### src/sdr_pkg.sv
/*
 * Package for the high dedicated data register bank: register numbers,
 * half-word layout, reset values and the servo cycle timing.
 * Assumes a single 100 MHz clock and that register numbers are word indexes.
 */
package sdr_pkg;

    localparam int unsigned CLK_PERIOD_NS = 10;
    localparam int unsigned SERVO_CYCLE_US = 120;
    localparam int unsigned SERVO_CYCLE_CYC = SERVO_CYCLE_US * 1000 / CLK_PERIOD_NS;
    localparam logic [13:0] SERVO_CNT_LAST = 14'(SERVO_CYCLE_CYC - 1);

    localparam logic [7:0] REG_EXT_ENC = 8'hC8;
    localparam logic [7:0] REG_EXT_IDX = 8'hC9;
    localparam logic [7:0] REG_RSVD_A  = 8'hCA;
    localparam logic [7:0] REG_STAT3   = 8'hCB;
    localparam logic [7:0] REG_TACC    = 8'hCC;
    localparam logic [7:0] REG_TVEL    = 8'hCD;
    localparam logic [7:0] REG_CL_TQ   = 8'hCE;
    localparam logic [7:0] REG_OL_TQ   = 8'hCF;
    localparam logic [7:0] REG_ERRLIM  = 8'hD0;
    localparam logic [7:0] REG_DIR_IO  = 8'hD1;
    localparam logic [7:0] REG_PBUF    = 8'hD2;
    localparam logic [7:0] REG_KILL    = 8'hD3;
    localparam logic [7:0] REG_AN12    = 8'hD4;
    localparam logic [7:0] REG_AN34    = 8'hD5;
    localparam logic [7:0] REG_DRV_V   = 8'hD6;
    localparam logic [7:0] REG_CPU_V   = 8'hD7;
    localparam logic [7:0] REG_PEAK_V  = 8'hD8;

    localparam int unsigned UPPER_LSB = 16;
    localparam int unsigned LOWER_MSB = 15;

    localparam logic [31:0] RST_WORD   = 32'h0000_0000;
    localparam logic [1:0]  HALF_BOTH  = 2'h3;

    // Host access: half_en[1] selects upper_half, half_en[0] lower_half
    typedef struct packed {
        logic        wr;
        logic        rd;
        logic [7:0]  addr;
        logic [1:0]  half_en;
        logic [31:0] wdata;
    } sdr_req_t;

    // Live values presented by the servo core
    typedef struct packed {
        logic [31:0] ext_enc;
        logic        idx_trig;
        logic [15:0] third_status_word;
        logic [31:0] tacc;
        logic [31:0] tvel;
        logic [15:0] dir_mask;
        logic [15:0] io_state_word;
        logic [15:0] pbuf_size;
        logic [15:0] pbuf_start;
        logic        kill_evt;
        logic [15:0] kill_cond;
        logic [15:0] kill_state;
        logic [15:0] an1;
        logic [15:0] an2;
        logic [15:0] an3;
        logic [15:0] an4;
        logic [15:0] drv_volt;
        logic [15:0] cpu_temp;
        logic [15:0] cpu_volt;
        logic [15:0] drv_temp;
        logic [15:0] peak_volt;
        logic [15:0] drv_cal;
    } sdr_live_t;

    typedef struct packed {
        logic [13:0] tick_cnt;
        logic        tick;
        logic [31:0] enc;
        logic [31:0] idx;
        logic [31:0] cl_tq;
        logic [31:0] ol_tq;
        logic [31:0] errlim;
        logic [31:0] kill;
        logic [31:0] snap_stat3;
        logic [31:0] snap_tacc;
        logic [31:0] snap_tvel;
        logic [31:0] snap_dir_io;
        logic [31:0] snap_pbuf;
        logic [31:0] snap_an12;
        logic [31:0] snap_an34;
        logic [31:0] snap_drv_v;
        logic [31:0] snap_cpu_v;
        logic [31:0] snap_peak_v;
        logic        rvalid;
        logic [31:0] rdata;
    } sdr_state_t;

endpackage

### src/sdr_bank.sv
/*
 * High dedicated data register bank (numbers 200..216) of a servo
 * controller. Host reads and writes through a request struct; the servo
 * core supplies live values and receives the writable limits.
 * Assumes requests are synchronous to clk and last one cycle each.
 */
// What this block does
// - Register 200 holds external encoder count; host may read and write.
// - Register 201 captures encoder count at last external index trigger; RW.
// - Register 203 read-only: lower half third status word, upper half reserved.
// - Registers 204, 205 read-only target acceleration and target velocity.
// - Register 206 closed-loop holding/moving torque, writable torque limit command.
// - Register 207 open-loop holding/moving torque, read and write.
// - Register 208 moving/holding error limits, writable error limit command.
// - Register 209 read-only: direction mask upper, io_state_word lower.
// - Register 210 read-only program buffer size upper, start lower.
// - Kill event writes register 211 with conditions upper, states lower.
// - Kill condition bits stay latched until overwritten.
// - Write of zero to register 211 is accepted and clears it.
// - Register 212 read-only filtered analog inputs one and two.
// - Analog registers readable any time without disturbing the program.
// - Register 213 read-only raw analog inputs three and four.
// - Register 214 read-only drive supply voltage and raw controller temperature.
// - Register 215 read-only processor voltage and driver temperature.
// - Register 216 read-only peak driver voltage and drive calibration.
// - Registers are 32 bits, halves separately addressable.
// - Read-only contents and register 200 refresh once per 120 us servo cycle.
module sdr_bank (
    input  wire logic              clk,
    input  wire logic              rstn,
    input  wire sdr_pkg::sdr_req_t  req,
    input  wire sdr_pkg::sdr_live_t live,
    output logic                   rvalid,
    output logic [31:0]            rdata,
    output logic [31:0]            ext_enc_count,
    output logic [31:0]            closed_loop_torque,
    output logic [31:0]            open_loop_torque,
    output logic [31:0]            error_limits,
    output logic [31:0]            kill_cause,
    output logic                   servo_tick
);

    sdr_pkg::sdr_state_t st;
    sdr_pkg::sdr_state_t next_st;

    function automatic logic [31:0] merge(input logic [31:0] old,
                                          input logic [31:0] wd,
                                          input logic [1:0]  en);
        logic [31:0] r;
        r = old;
        if (en[1]) begin
            r[31:sdr_pkg::UPPER_LSB] = wd[31:sdr_pkg::UPPER_LSB];
        end
        if (en[0]) begin
            r[sdr_pkg::LOWER_MSB:0] = wd[sdr_pkg::LOWER_MSB:0];
        end
        return r;
    endfunction

    logic wr_enc;
    logic wr_idx;
    logic wr_kill;
    assign wr_enc  = req.wr && req.addr == sdr_pkg::REG_EXT_ENC;
    assign wr_idx  = req.wr && req.addr == sdr_pkg::REG_EXT_IDX;
    assign wr_kill = req.wr && req.addr == sdr_pkg::REG_KILL;

    always_comb begin
        next_st = st;
        next_st.tick = 1'b0;
        // Servo cycle timebase
        if (st.tick_cnt == sdr_pkg::SERVO_CNT_LAST) begin
            next_st.tick_cnt = '0;
            next_st.tick = 1'b1;
        end else begin
            next_st.tick_cnt = 14'(st.tick_cnt + 14'h0001);
        end
        // Snapshots of core values, taken once per servo cycle
        if (st.tick) begin
            next_st.enc         = live.ext_enc;
            next_st.snap_stat3  = {16'h0000, live.third_status_word};
            next_st.snap_tacc   = live.tacc;
            next_st.snap_tvel   = live.tvel;
            next_st.snap_dir_io = {live.dir_mask, live.io_state_word};
            next_st.snap_pbuf   = {live.pbuf_size, live.pbuf_start};
            next_st.snap_an12   = {live.an1, live.an2};
            next_st.snap_an34   = {live.an3, live.an4};
            next_st.snap_drv_v  = {live.drv_volt, live.cpu_temp};
            next_st.snap_cpu_v  = {live.cpu_volt, live.drv_temp};
            next_st.snap_peak_v = {live.peak_volt, live.drv_cal};
        end
        if (live.idx_trig) begin
            next_st.idx = live.ext_enc;
        end
        // Host writes take priority over servo refresh of the same word; an index trigger wins over a host write to the index capture
        if (wr_enc) begin
            next_st.enc = merge(st.enc, req.wdata, req.half_en);
        end
        if (wr_idx && !live.idx_trig) begin
            next_st.idx = merge(st.idx, req.wdata, req.half_en);
        end
        if (req.wr && req.addr == sdr_pkg::REG_CL_TQ) begin
            next_st.cl_tq = merge(st.cl_tq, req.wdata, req.half_en);
        end
        if (req.wr && req.addr == sdr_pkg::REG_OL_TQ) begin
            next_st.ol_tq = merge(st.ol_tq, req.wdata, req.half_en);
        end
        if (req.wr && req.addr == sdr_pkg::REG_ERRLIM) begin
            next_st.errlim = merge(st.errlim, req.wdata, req.half_en);
        end
        if (wr_kill) begin
            next_st.kill = merge(st.kill, req.wdata, req.half_en);
        end
        // Kill event wins over a simultaneous host clear; otherwise latched
        if (live.kill_evt) begin
            next_st.kill = {live.kill_cond, live.kill_state};
        end
        // Read path; read-only words have no write term at all
        next_st.rvalid = req.rd;
        next_st.rdata  = sdr_pkg::RST_WORD;
        if (req.rd) begin
            case (req.addr)
                sdr_pkg::REG_EXT_ENC: next_st.rdata = st.enc;
                sdr_pkg::REG_EXT_IDX: next_st.rdata = st.idx;
                sdr_pkg::REG_STAT3:   next_st.rdata = st.snap_stat3;
                sdr_pkg::REG_TACC:    next_st.rdata = st.snap_tacc;
                sdr_pkg::REG_TVEL:    next_st.rdata = st.snap_tvel;
                sdr_pkg::REG_CL_TQ:   next_st.rdata = st.cl_tq;
                sdr_pkg::REG_OL_TQ:   next_st.rdata = st.ol_tq;
                sdr_pkg::REG_ERRLIM:  next_st.rdata = st.errlim;
                sdr_pkg::REG_DIR_IO:  next_st.rdata = st.snap_dir_io;
                sdr_pkg::REG_PBUF:    next_st.rdata = st.snap_pbuf;
                sdr_pkg::REG_KILL:    next_st.rdata = st.kill;
                sdr_pkg::REG_AN12:    next_st.rdata = st.snap_an12;
                sdr_pkg::REG_AN34:    next_st.rdata = st.snap_an34;
                sdr_pkg::REG_DRV_V:   next_st.rdata = st.snap_drv_v;
                sdr_pkg::REG_CPU_V:   next_st.rdata = st.snap_cpu_v;
                sdr_pkg::REG_PEAK_V:  next_st.rdata = st.snap_peak_v;
                default:              next_st.rdata = sdr_pkg::RST_WORD;
            endcase
        end
    end

    always_ff @(posedge clk or negedge rstn) begin
        if (!rstn) begin
            st <= '0;
        end else begin
            st <= next_st;
        end
    end

    assign rvalid             = st.rvalid;
    assign rdata              = st.rdata;
    assign ext_enc_count      = st.enc;
    assign closed_loop_torque = st.cl_tq;
    assign open_loop_torque   = st.ol_tq;
    assign error_limits       = st.errlim;
    assign kill_cause         = st.kill;
    assign servo_tick         = st.tick;

    // Checks
    property p_tick_period;
        @(posedge clk) disable iff (!rstn)
        st.tick |=> !st.tick [*8];
    endproperty
    a_tick_period: assert property (p_tick_period) else $error("servo tick too frequent");

    property p_kill_capture;
        @(posedge clk) disable iff (!rstn)
        live.kill_evt |=> kill_cause == {$past(live.kill_cond), $past(live.kill_state)};
    endproperty
    a_kill_capture: assert property (p_kill_capture) else $error("kill cause not captured");

    property p_kill_latched;
        @(posedge clk) disable iff (!rstn)
        (!live.kill_evt && !wr_kill) |=> $stable(kill_cause);
    endproperty
    a_kill_latched: assert property (p_kill_latched) else $error("kill cause changed");

    property p_kill_clear;
        @(posedge clk) disable iff (!rstn)
        (wr_kill && !live.kill_evt && req.half_en == sdr_pkg::HALF_BOTH
         && req.wdata == 32'h0000_0000) |=> kill_cause == 32'h0000_0000;
    endproperty
    a_kill_clear: assert property (p_kill_clear) else $error("kill clear lost");

    property p_idx_capture;
        @(posedge clk) disable iff (!rstn)
        live.idx_trig |=> st.idx == $past(live.ext_enc);
    endproperty
    a_idx_capture: assert property (p_idx_capture) else $error("index not captured");

    property p_tq_write;
        @(posedge clk) disable iff (!rstn)
        (req.wr && req.addr == sdr_pkg::REG_CL_TQ && req.half_en[0])
        |=> closed_loop_torque[15:0] == $past(req.wdata[15:0]);
    endproperty
    a_tq_write: assert property (p_tq_write) else $error("torque write lost");

    property p_err_write;
        @(posedge clk) disable iff (!rstn)
        (req.wr && req.addr == sdr_pkg::REG_ERRLIM && req.half_en == 2'h2)
        |=> error_limits[15:0] == $past(error_limits[15:0]);
    endproperty
    a_err_write: assert property (p_err_write) else $error("lower half disturbed");

    property p_ro_read;
        @(posedge clk) disable iff (!rstn)
        (req.rd && req.addr == sdr_pkg::REG_STAT3) |=> rvalid && rdata[31:16] == 16'h0000;
    endproperty
    a_ro_read: assert property (p_ro_read) else $error("status read wrong");

    property p_rsvd_read;
        @(posedge clk) disable iff (!rstn)
        (req.rd && req.addr == sdr_pkg::REG_RSVD_A) |=> rvalid && rdata == 32'h0000_0000;
    endproperty
    a_rsvd_read: assert property (p_rsvd_read) else $error("reserved not zero");

    property p_tick_at_wrap;
        @(posedge clk) disable iff (!rstn)
        st.tick
        |-> st.tick_cnt == 14'h0000;
    endproperty
    a_tick_at_wrap: assert property (p_tick_at_wrap) else $error("tick off wrap");

    property p_tick_due;
        @(posedge clk) disable iff (!rstn)
        st.tick_cnt == sdr_pkg::SERVO_CNT_LAST
        |=> st.tick;
    endproperty
    a_tick_due: assert property (p_tick_due) else $error("servo tick missed");

    property p_tick_quiet;
        @(posedge clk) disable iff (!rstn)
        st.tick_cnt != sdr_pkg::SERVO_CNT_LAST
        |=> !st.tick;
    endproperty
    a_tick_quiet: assert property (p_tick_quiet) else $error("stray servo tick");

    property p_cnt_step;
        @(posedge clk) disable iff (!rstn)
        st.tick_cnt != sdr_pkg::SERVO_CNT_LAST
        |=> st.tick_cnt == 14'($past(st.tick_cnt) + 14'h0001);
    endproperty
    a_cnt_step: assert property (p_cnt_step) else $error("timebase skipped");

    property p_snap_stat3;
        @(posedge clk) disable iff (!rstn)
        st.tick
        |=> st.snap_stat3 == {16'h0000, $past(live.third_status_word)};
    endproperty
    a_snap_stat3: assert property (p_snap_stat3) else $error("status snapshot wrong");

    property p_snap_motion;
        @(posedge clk) disable iff (!rstn)
        st.tick
        |=> st.snap_tacc == $past(live.tacc) && st.snap_tvel == $past(live.tvel);
    endproperty
    a_snap_motion: assert property (p_snap_motion) else $error("target snapshot wrong");

    property p_snap_dir_io;
        @(posedge clk) disable iff (!rstn)
        st.tick
        |=> st.snap_dir_io == {$past(live.dir_mask), $past(live.io_state_word)};
    endproperty
    a_snap_dir_io: assert property (p_snap_dir_io) else $error("mask snapshot wrong");

    property p_snap_pbuf;
        @(posedge clk) disable iff (!rstn)
        st.tick
        |=> st.snap_pbuf == {$past(live.pbuf_size), $past(live.pbuf_start)};
    endproperty
    a_snap_pbuf: assert property (p_snap_pbuf) else $error("buffer snapshot wrong");

    property p_snap_an12;
        @(posedge clk) disable iff (!rstn)
        st.tick
        |=> st.snap_an12 == {$past(live.an1), $past(live.an2)};
    endproperty
    a_snap_an12: assert property (p_snap_an12) else $error("analog 1/2 wrong");

    property p_snap_an34;
        @(posedge clk) disable iff (!rstn)
        st.tick
        |=> st.snap_an34 == {$past(live.an3), $past(live.an4)};
    endproperty
    a_snap_an34: assert property (p_snap_an34) else $error("analog 3/4 wrong");

    property p_snap_drv_v;
        @(posedge clk) disable iff (!rstn)
        st.tick
        |=> st.snap_drv_v == {$past(live.drv_volt), $past(live.cpu_temp)};
    endproperty
    a_snap_drv_v: assert property (p_snap_drv_v) else $error("drive voltage wrong");

    property p_snap_cpu_v;
        @(posedge clk) disable iff (!rstn)
        st.tick
        |=> st.snap_cpu_v == {$past(live.cpu_volt), $past(live.drv_temp)};
    endproperty
    a_snap_cpu_v: assert property (p_snap_cpu_v) else $error("cpu voltage wrong");

    property p_snap_peak_v;
        @(posedge clk) disable iff (!rstn)
        st.tick
        |=> st.snap_peak_v == {$past(live.peak_volt), $past(live.drv_cal)};
    endproperty
    a_snap_peak_v: assert property (p_snap_peak_v) else $error("peak voltage wrong");

    property p_snap_hold;
        @(posedge clk) disable iff (!rstn)
        !st.tick
        |=> $stable(st.snap_stat3) && $stable(st.snap_tacc) && $stable(st.snap_tvel)
            && $stable(st.snap_dir_io) && $stable(st.snap_pbuf);
    endproperty
    a_snap_hold: assert property (p_snap_hold) else $error("read-only word changed");

    property p_analog_hold;
        @(posedge clk) disable iff (!rstn)
        !st.tick
        |=> $stable(st.snap_an12) && $stable(st.snap_an34) && $stable(st.snap_drv_v)
            && $stable(st.snap_cpu_v) && $stable(st.snap_peak_v);
    endproperty
    a_analog_hold: assert property (p_analog_hold) else $error("analog word changed");

    property p_enc_refresh;
        @(posedge clk) disable iff (!rstn)
        (st.tick && !wr_enc)
        |=> ext_enc_count == $past(live.ext_enc);
    endproperty
    a_enc_refresh: assert property (p_enc_refresh) else $error("encoder not refreshed");

    property p_enc_write;
        @(posedge clk) disable iff (!rstn)
        (wr_enc && req.half_en == sdr_pkg::HALF_BOTH)
        |=> ext_enc_count == $past(req.wdata);
    endproperty
    a_enc_write: assert property (p_enc_write) else $error("encoder write lost");

    property p_enc_hold;
        @(posedge clk) disable iff (!rstn)
        (!st.tick && !wr_enc)
        |=> $stable(ext_enc_count);
    endproperty
    a_enc_hold: assert property (p_enc_hold) else $error("encoder changed");

    property p_idx_hold;
        @(posedge clk) disable iff (!rstn)
        (!live.idx_trig && !wr_idx)
        |=> $stable(st.idx);
    endproperty
    a_idx_hold: assert property (p_idx_hold) else $error("index capture changed");

    property p_ol_write;
        @(posedge clk) disable iff (!rstn)
        (req.wr && req.addr == sdr_pkg::REG_OL_TQ && req.half_en == sdr_pkg::HALF_BOTH)
        |=> open_loop_torque == $past(req.wdata);
    endproperty
    a_ol_write: assert property (p_ol_write) else $error("open-loop write lost");

    property p_cl_upper_keep;
        @(posedge clk) disable iff (!rstn)
        (req.wr && req.addr == sdr_pkg::REG_CL_TQ && req.half_en == 2'h1)
        |=> closed_loop_torque[31:16] == $past(closed_loop_torque[31:16]);
    endproperty
    a_cl_upper_keep: assert property (p_cl_upper_keep) else $error("upper half disturbed");

    property p_err_upper_write;
        @(posedge clk) disable iff (!rstn)
        (req.wr && req.addr == sdr_pkg::REG_ERRLIM && req.half_en[1])
        |=> error_limits[31:16] == $past(req.wdata[31:16]);
    endproperty
    a_err_upper_write: assert property (p_err_upper_write) else $error("limit write lost");

    property p_limits_hold;
        @(posedge clk) disable iff (!rstn)
        !req.wr
        |=> $stable(closed_loop_torque) && $stable(open_loop_torque) && $stable(error_limits);
    endproperty
    a_limits_hold: assert property (p_limits_hold) else $error("limit changed");

    property p_rd_answer;
        @(posedge clk) disable iff (!rstn)
        req.rd
        |=> rvalid;
    endproperty
    a_rd_answer: assert property (p_rd_answer) else $error("read not answered");

endmodule

### config.mk
export PLATFORM = sky130hd
export DESIGN_NAME = sdr_bank
export DESIGN_NICKNAME = d
export VERILOG_FILES = /design/src/sdr_pkg.sv /design/src/sdr_bank.sv
export SDC_FILE = /design/constraint.sdc
export NUM_CORES = 1
export LEC_CHECK = 0
export ABC_AREA = 1
export BUFFER_PORTS_ARGS = -buffer_cell sky130_fd_sc_hd__buf_2
export CAP_MARGIN = 20
export CORE_MARGIN = 5
export CORE_UTILIZATION = 45
export DETAILED_ROUTE_END_ITERATION = 12
export PLACE_DENSITY = 0.71
export SYNTH_ARGS = -nofsm -noshare
export SYNTH_HDL_FRONTEND = slang
export SYNTH_SLANG_ARGS = --single-unit
### constraint.sdc
create_clock -name clk -period 1.5 [get_ports clk]
set_clock_uncertainty 0.05 [all_clocks]
set_input_delay 0.15 -clock clk [delete_from_list [all_inputs] [get_ports clk]]
set_output_delay 0.15 -clock clk [all_outputs]
set_load 0.02 [all_outputs]
# Yosys cells after proc, flatten, opt, wreduce, memory -nomap -nowiden
# Index checks and enable logic that the tools add are counted.
# classes
muxes	12
add_sub_neg	1
eq_ne	21
reduce_logical	25
# op_table
cell	count
32-bit one-hot mux with 16 select lines	1
32-bit 2-to-1 mux	7
8-bit == test, second input constant	16
16-bit 2-to-1 mux	2
2-bit AND reduction	12
14-bit by 1-bit adder with 14-bit output, second input constant	1
14-bit == test, second input constant	1
14-bit 2-to-1 mux	1
2-bit nonzero test	5
2-bit inequality test, second input constant	4
1-bit logical AND	7
1-bit zero test	1
1-bit 2-to-1 mux	1
# word_totals
ff_bits	544
output_inout_bits	194
wordCells	85
input_bits	416

# Logic depth before layout (Yosys ltp)
# depth
word_depth	5
ltp_mapped	11
ltp_nobuf	11

# Worst setup path before layout
# No wires, ideal clock.
# synth_path
path_kind	register -> register
start	reg st, in the netlist servo_tick
end	reg st[259] (netlist name)
required_ns	1.325
path_buffers	3
slack_ns	-0.228
period_less_slack_ns	1.728
setup_time_ns	0.125
t_arrival_ns	1.553
path_stages_with_launch	5
cell_sequence	dfrtp_1 -> clkbuf_1 -> clkbuf_1 -> buf_2 -> mux2_2
# synth_rtl
item	line_no	text
start: declaration	sdr_bank.sv:43	sdr_pkg::sdr_state_t st;
start signal: assignment	sdr_bank.sv:147	st <= next_st;
# No word-level cell between the ends.

# Final worst setup path
# layout_path
start	reg st, in the netlist servo_tick
end	reg st, in the netlist ext_enc_count[6]
# layout_via
elab_chain_cells	2
# layout_lines
item
2-bit nonzero test (no source line)
2-bit AND reduction (no source line)
# No other way between the ends.
# A chain may end at the register's enable or synchronous reset.

==> metrics.txt <==
status finished, violations left; failing checks setup timing; die area 65700 um2; yosys warns 0; Setup crit start servo_tick; DRC errors left 0; Root Driver clkbuf_16; Clock Path Buffers 3; switching share of power 25.1%; Async SR Flop Fraction 100%; Wirelength per Cell about 25 um; Hold Vio Cnt, Final 0; Non-Filler Instances just under 5000; routed vias/inst around 5.7; CP Data Required Time slightly below 2 ns; r2r startpoint servo_tick; Peak supply drop 841 uV; RePlAce Congestion 0.956; Post-Route WL 123000 um; CP arrival around 2.2 ns; Slew Limit Fails 0; initial antenna violation count 17; CTS tree built; via count 27900; Final min period roughly 1.7 ns; Hold Path Class in2reg; library cells used by synthesis 28; Net Count, Synth approximately 3500; gr usage total between 30% and 40%; vias in the first global route 28200; Final Setup Violations about 320; post-synthesis sequential area ratio approximately half; first-pass GRT wire length 175000 um; Initial DRC Count between 3000 and 4000; crit path kind reg2reg; CTS Buf Count 59; setup_tns -21.84 ns; syn avg cell area 8.94 um2; Die Height about 260 um; Post-synth EDFFs 0; Top-Level Pins 610; later-pin clock latency in the skew report just over 0.6 ns; clock-pin slew on the worst setup and hold paths 0.06 ns; P_sw a little under 9000 uW; Area Overhead vs Synth 44.1%; clock power share 45.4%; Worst-Margin Slew 0.560 ns; Max Cap Viol 0; setup ws final -0.227 ns; Max transition margin 62.5%; Tcrit/Tclk final 115%; worst-path fanout max 8; worst r2r path cells 8; core area 60200 um2; Synth Instances between 3000 and 4000; Comb power frac 11.2%; pin count of the biggest net entering global routing 89; Initial Utilization 45.3%; sequential power share 43.5%; design internal power 26300 uW; CTS sink cnt 544; achievable clock frequency between 500 and 600 MHz; LEAKAGE 0.0209 uW; final antenna-violating net count 0; Port Buffer Count around 610; Reg-to-Reg End ext_enc_count[6]; Pwr Density 894 nW/um2; num rows 90; Synth Cell Area 27300 um2; Reg2Reg Setup Slack -0.23 ns; DPL Wire Length 78700 um; grt ovf 0; nature of the critical path startpoint flip-flop; die width 256 um; layout cell share with drive strength beyond 1 34.3%; H-tree Lvls 2; CP endpoint kind flip-flop; Fin Hold WS approximately 0.069 ns; crit path to ext_enc_count[6]; Pre-Repair DR Iteration Count 7; unrepaired setup endpoints after global routing yes; placed insts 4280; Net count, final 4435; Top FF cell, synth dfrtp_1; Seq cells post-synth 544
==> kinds of logic (layout without fill, tap and decap cells) <==
logic type | Yosys count | count (layout) | share of synthesized area [%]
AO/OA/AOI/OAI | 180 | 180 | 3.34
XOR/XNOR | 5 | 5 | 0.160
adder cells (fa/ha/maj) | 1 | 1 | 0.0458
buffers and inverters | 491 | 1504 | 9.91
flip-flops | 544 | 544 | 49.9
multiplexers | 304 | 304 | 12.5
other | 0 | 18 | 0
AND/OR/NAND/NOR | 1528 | 1528 | 24.1
==> synth_stat cells, types with 2 or more instances <==
| master | n | share of area (%) |
|---|---|---|
| nor2_2 | 3 | 0.069 |
| nor2_1 | 266 | 3.7 |
| inv_2 | 5 | 0.069 |
| nor3_1 | 3 | 0.055 |
| xor2_1 | 5 | 0.16 |
| clkbuf_1 | 73 | 1.0 |
| o21ai_2 | 2 | 0.064 |
| o21ai_0 | 135 | 2.5 |
| nand3_2 | 3 | 0.11 |
| inv_1 | 103 | 1.4 |
| buf_1 | 6 | 0.083 |
| dfrtp_1 | 544 | 50 |
| nor2_4 | 4 | 0.17 |
| buf_2 | 110 | 2.0 |
| nand2_1 | 646 | 8.9 |
| o21ai_1 | 4 | 0.073 |
| mux2_2 | 304 | 13 |
| a21oi_1 | 37 | 0.68 |
| nand3_1 | 591 | 11 |
| nand4_1 | 2 | 0.046 |
| nand2_2 | 8 | 0.18 |
| buf_4 | 193 | 5.3 |
==> worst min path at each step <==
| stage | startpoint | to | cells past startpoint |
|---|---|---|---|
| 2_1_floorplan | rstn | closed_loop_torque[0] | 0 |
| 3_3_place_gp | rstn | ext_enc_count[5] | 1 |
| 3_5_place_dp | rstn | ext_enc_count[5] | 1 |
| 4_1_cts | live[337] | st[493] | 6 |
| 5_1_grt | live[337] | st[486] | 6 |
| 6_report | live[337] | st[493] | 6 |
==> critical path, cell delays in order (launching register included) <==
cell,delay [ns]
dfrtp_4,0.42
buf_4,0.12
buf_12,0.14
buf_16,0.18
nand2_8,0.08
o21ai_4,0.17
clkbuf_16,0.27
nor2_2,0.04
a21oi_1,0.15
==> power by group through the flow <==
stage | Sequential (uW) | Combinational [uW] | Clock (uW)
after floorplan | 15400 | 1210 | 0
after global placement | 15500 | 2820 | 0
after detailed placement | 15500 | 2840 | 0
after CTS | 15200 | 3720 | 15900
after global routing | 15300 | 4140 | 16600
final | 15300 | 3930 | 15900
==> timing repair <==
item	in CTS	in global routing
gates cloned	1	27
hold buffers	410	1
gates resized for setup	48	111
endpoints found under the setup margin	30	234
endpoints found under the hold margin	1068	10
buffers inserted	13	16
pin swaps	0	4
==> metrics by stage <==
| step | area, um2 | util [%] | setup slack [ns] | power [uW] |
|---|---|---|---|---|
| floorplan | 27300 | - | -0.0294 | 16600 |
| detailed placement | 31700 | 52.6 | -0.621 | 18300 |
| CTS | 38100 | 63.2 | -0.232 | 34900 |
| global placement | 31700 | 52.6 | -0.579 | 18300 |
| finish | 39300 | 65.2 | -0.227 | 35100 |
| global route | 39300 | 65.2 | -0.253 | 36100 |
==> registers in the layout, summed over array words and instances, names as in the netlist <==
register and flops:
st 350, closed_loop_torque 32, error_limits 32, ext_enc_count 32
kill_cause 32, open_loop_torque 32, rdata 32, rvalid 1
servo_tick 1
==> layout by cell type (no fill, tap or decap), drive strengths merged <==
cell type / Yosys / routed
buf: 309 / 853
nand2: 654 / 654
nand3: 594 / 594
dfrtp: 544 / 544
dlygate4sd3: 0 / 410
mux2: 304 / 304
nor2: 273 / 273
o21ai: 141 / 141
inv: 108 / 109
clkbuf: 73 / 104
a21oi: 37 / 37
diode: 0 / 18
clkinv: 1 / 14
bufinv: 0 / 8
xor2: 5 / 5
clkinvlp: 0 / 5
nor3: 4 / 4
nand4: 2 / 2
nor4: 1 / 1
a21o: 1 / 1
a31oi: 1 / 1
ha: 1 / 1
bufbuf: 0 / 1
==> cell type report <==
cell class	instances	area (um2)
clock buffer	82	1760
clock inverter	27	359
antenna	18	45.0
sequential	544	13600
multi-input combinational	2018	11300
tap	782	978
fill	4349	20900
inverter	109	409
timing repair buffer	1286	10800
==> routing by layer <==
layer / GRT usage, % / up-vias / share of wire (%)
li1: - / 11900 / -
met1: 40.6 / 13200 / 35
met2: 57.7 / 2161 / 47
met3: 7.32 / 654 / 9.4
met4: 23.8 / 2 / 8.8
met5: 0 / - / 0.029
Note: power is estimated with default switching activity, not from simulation.
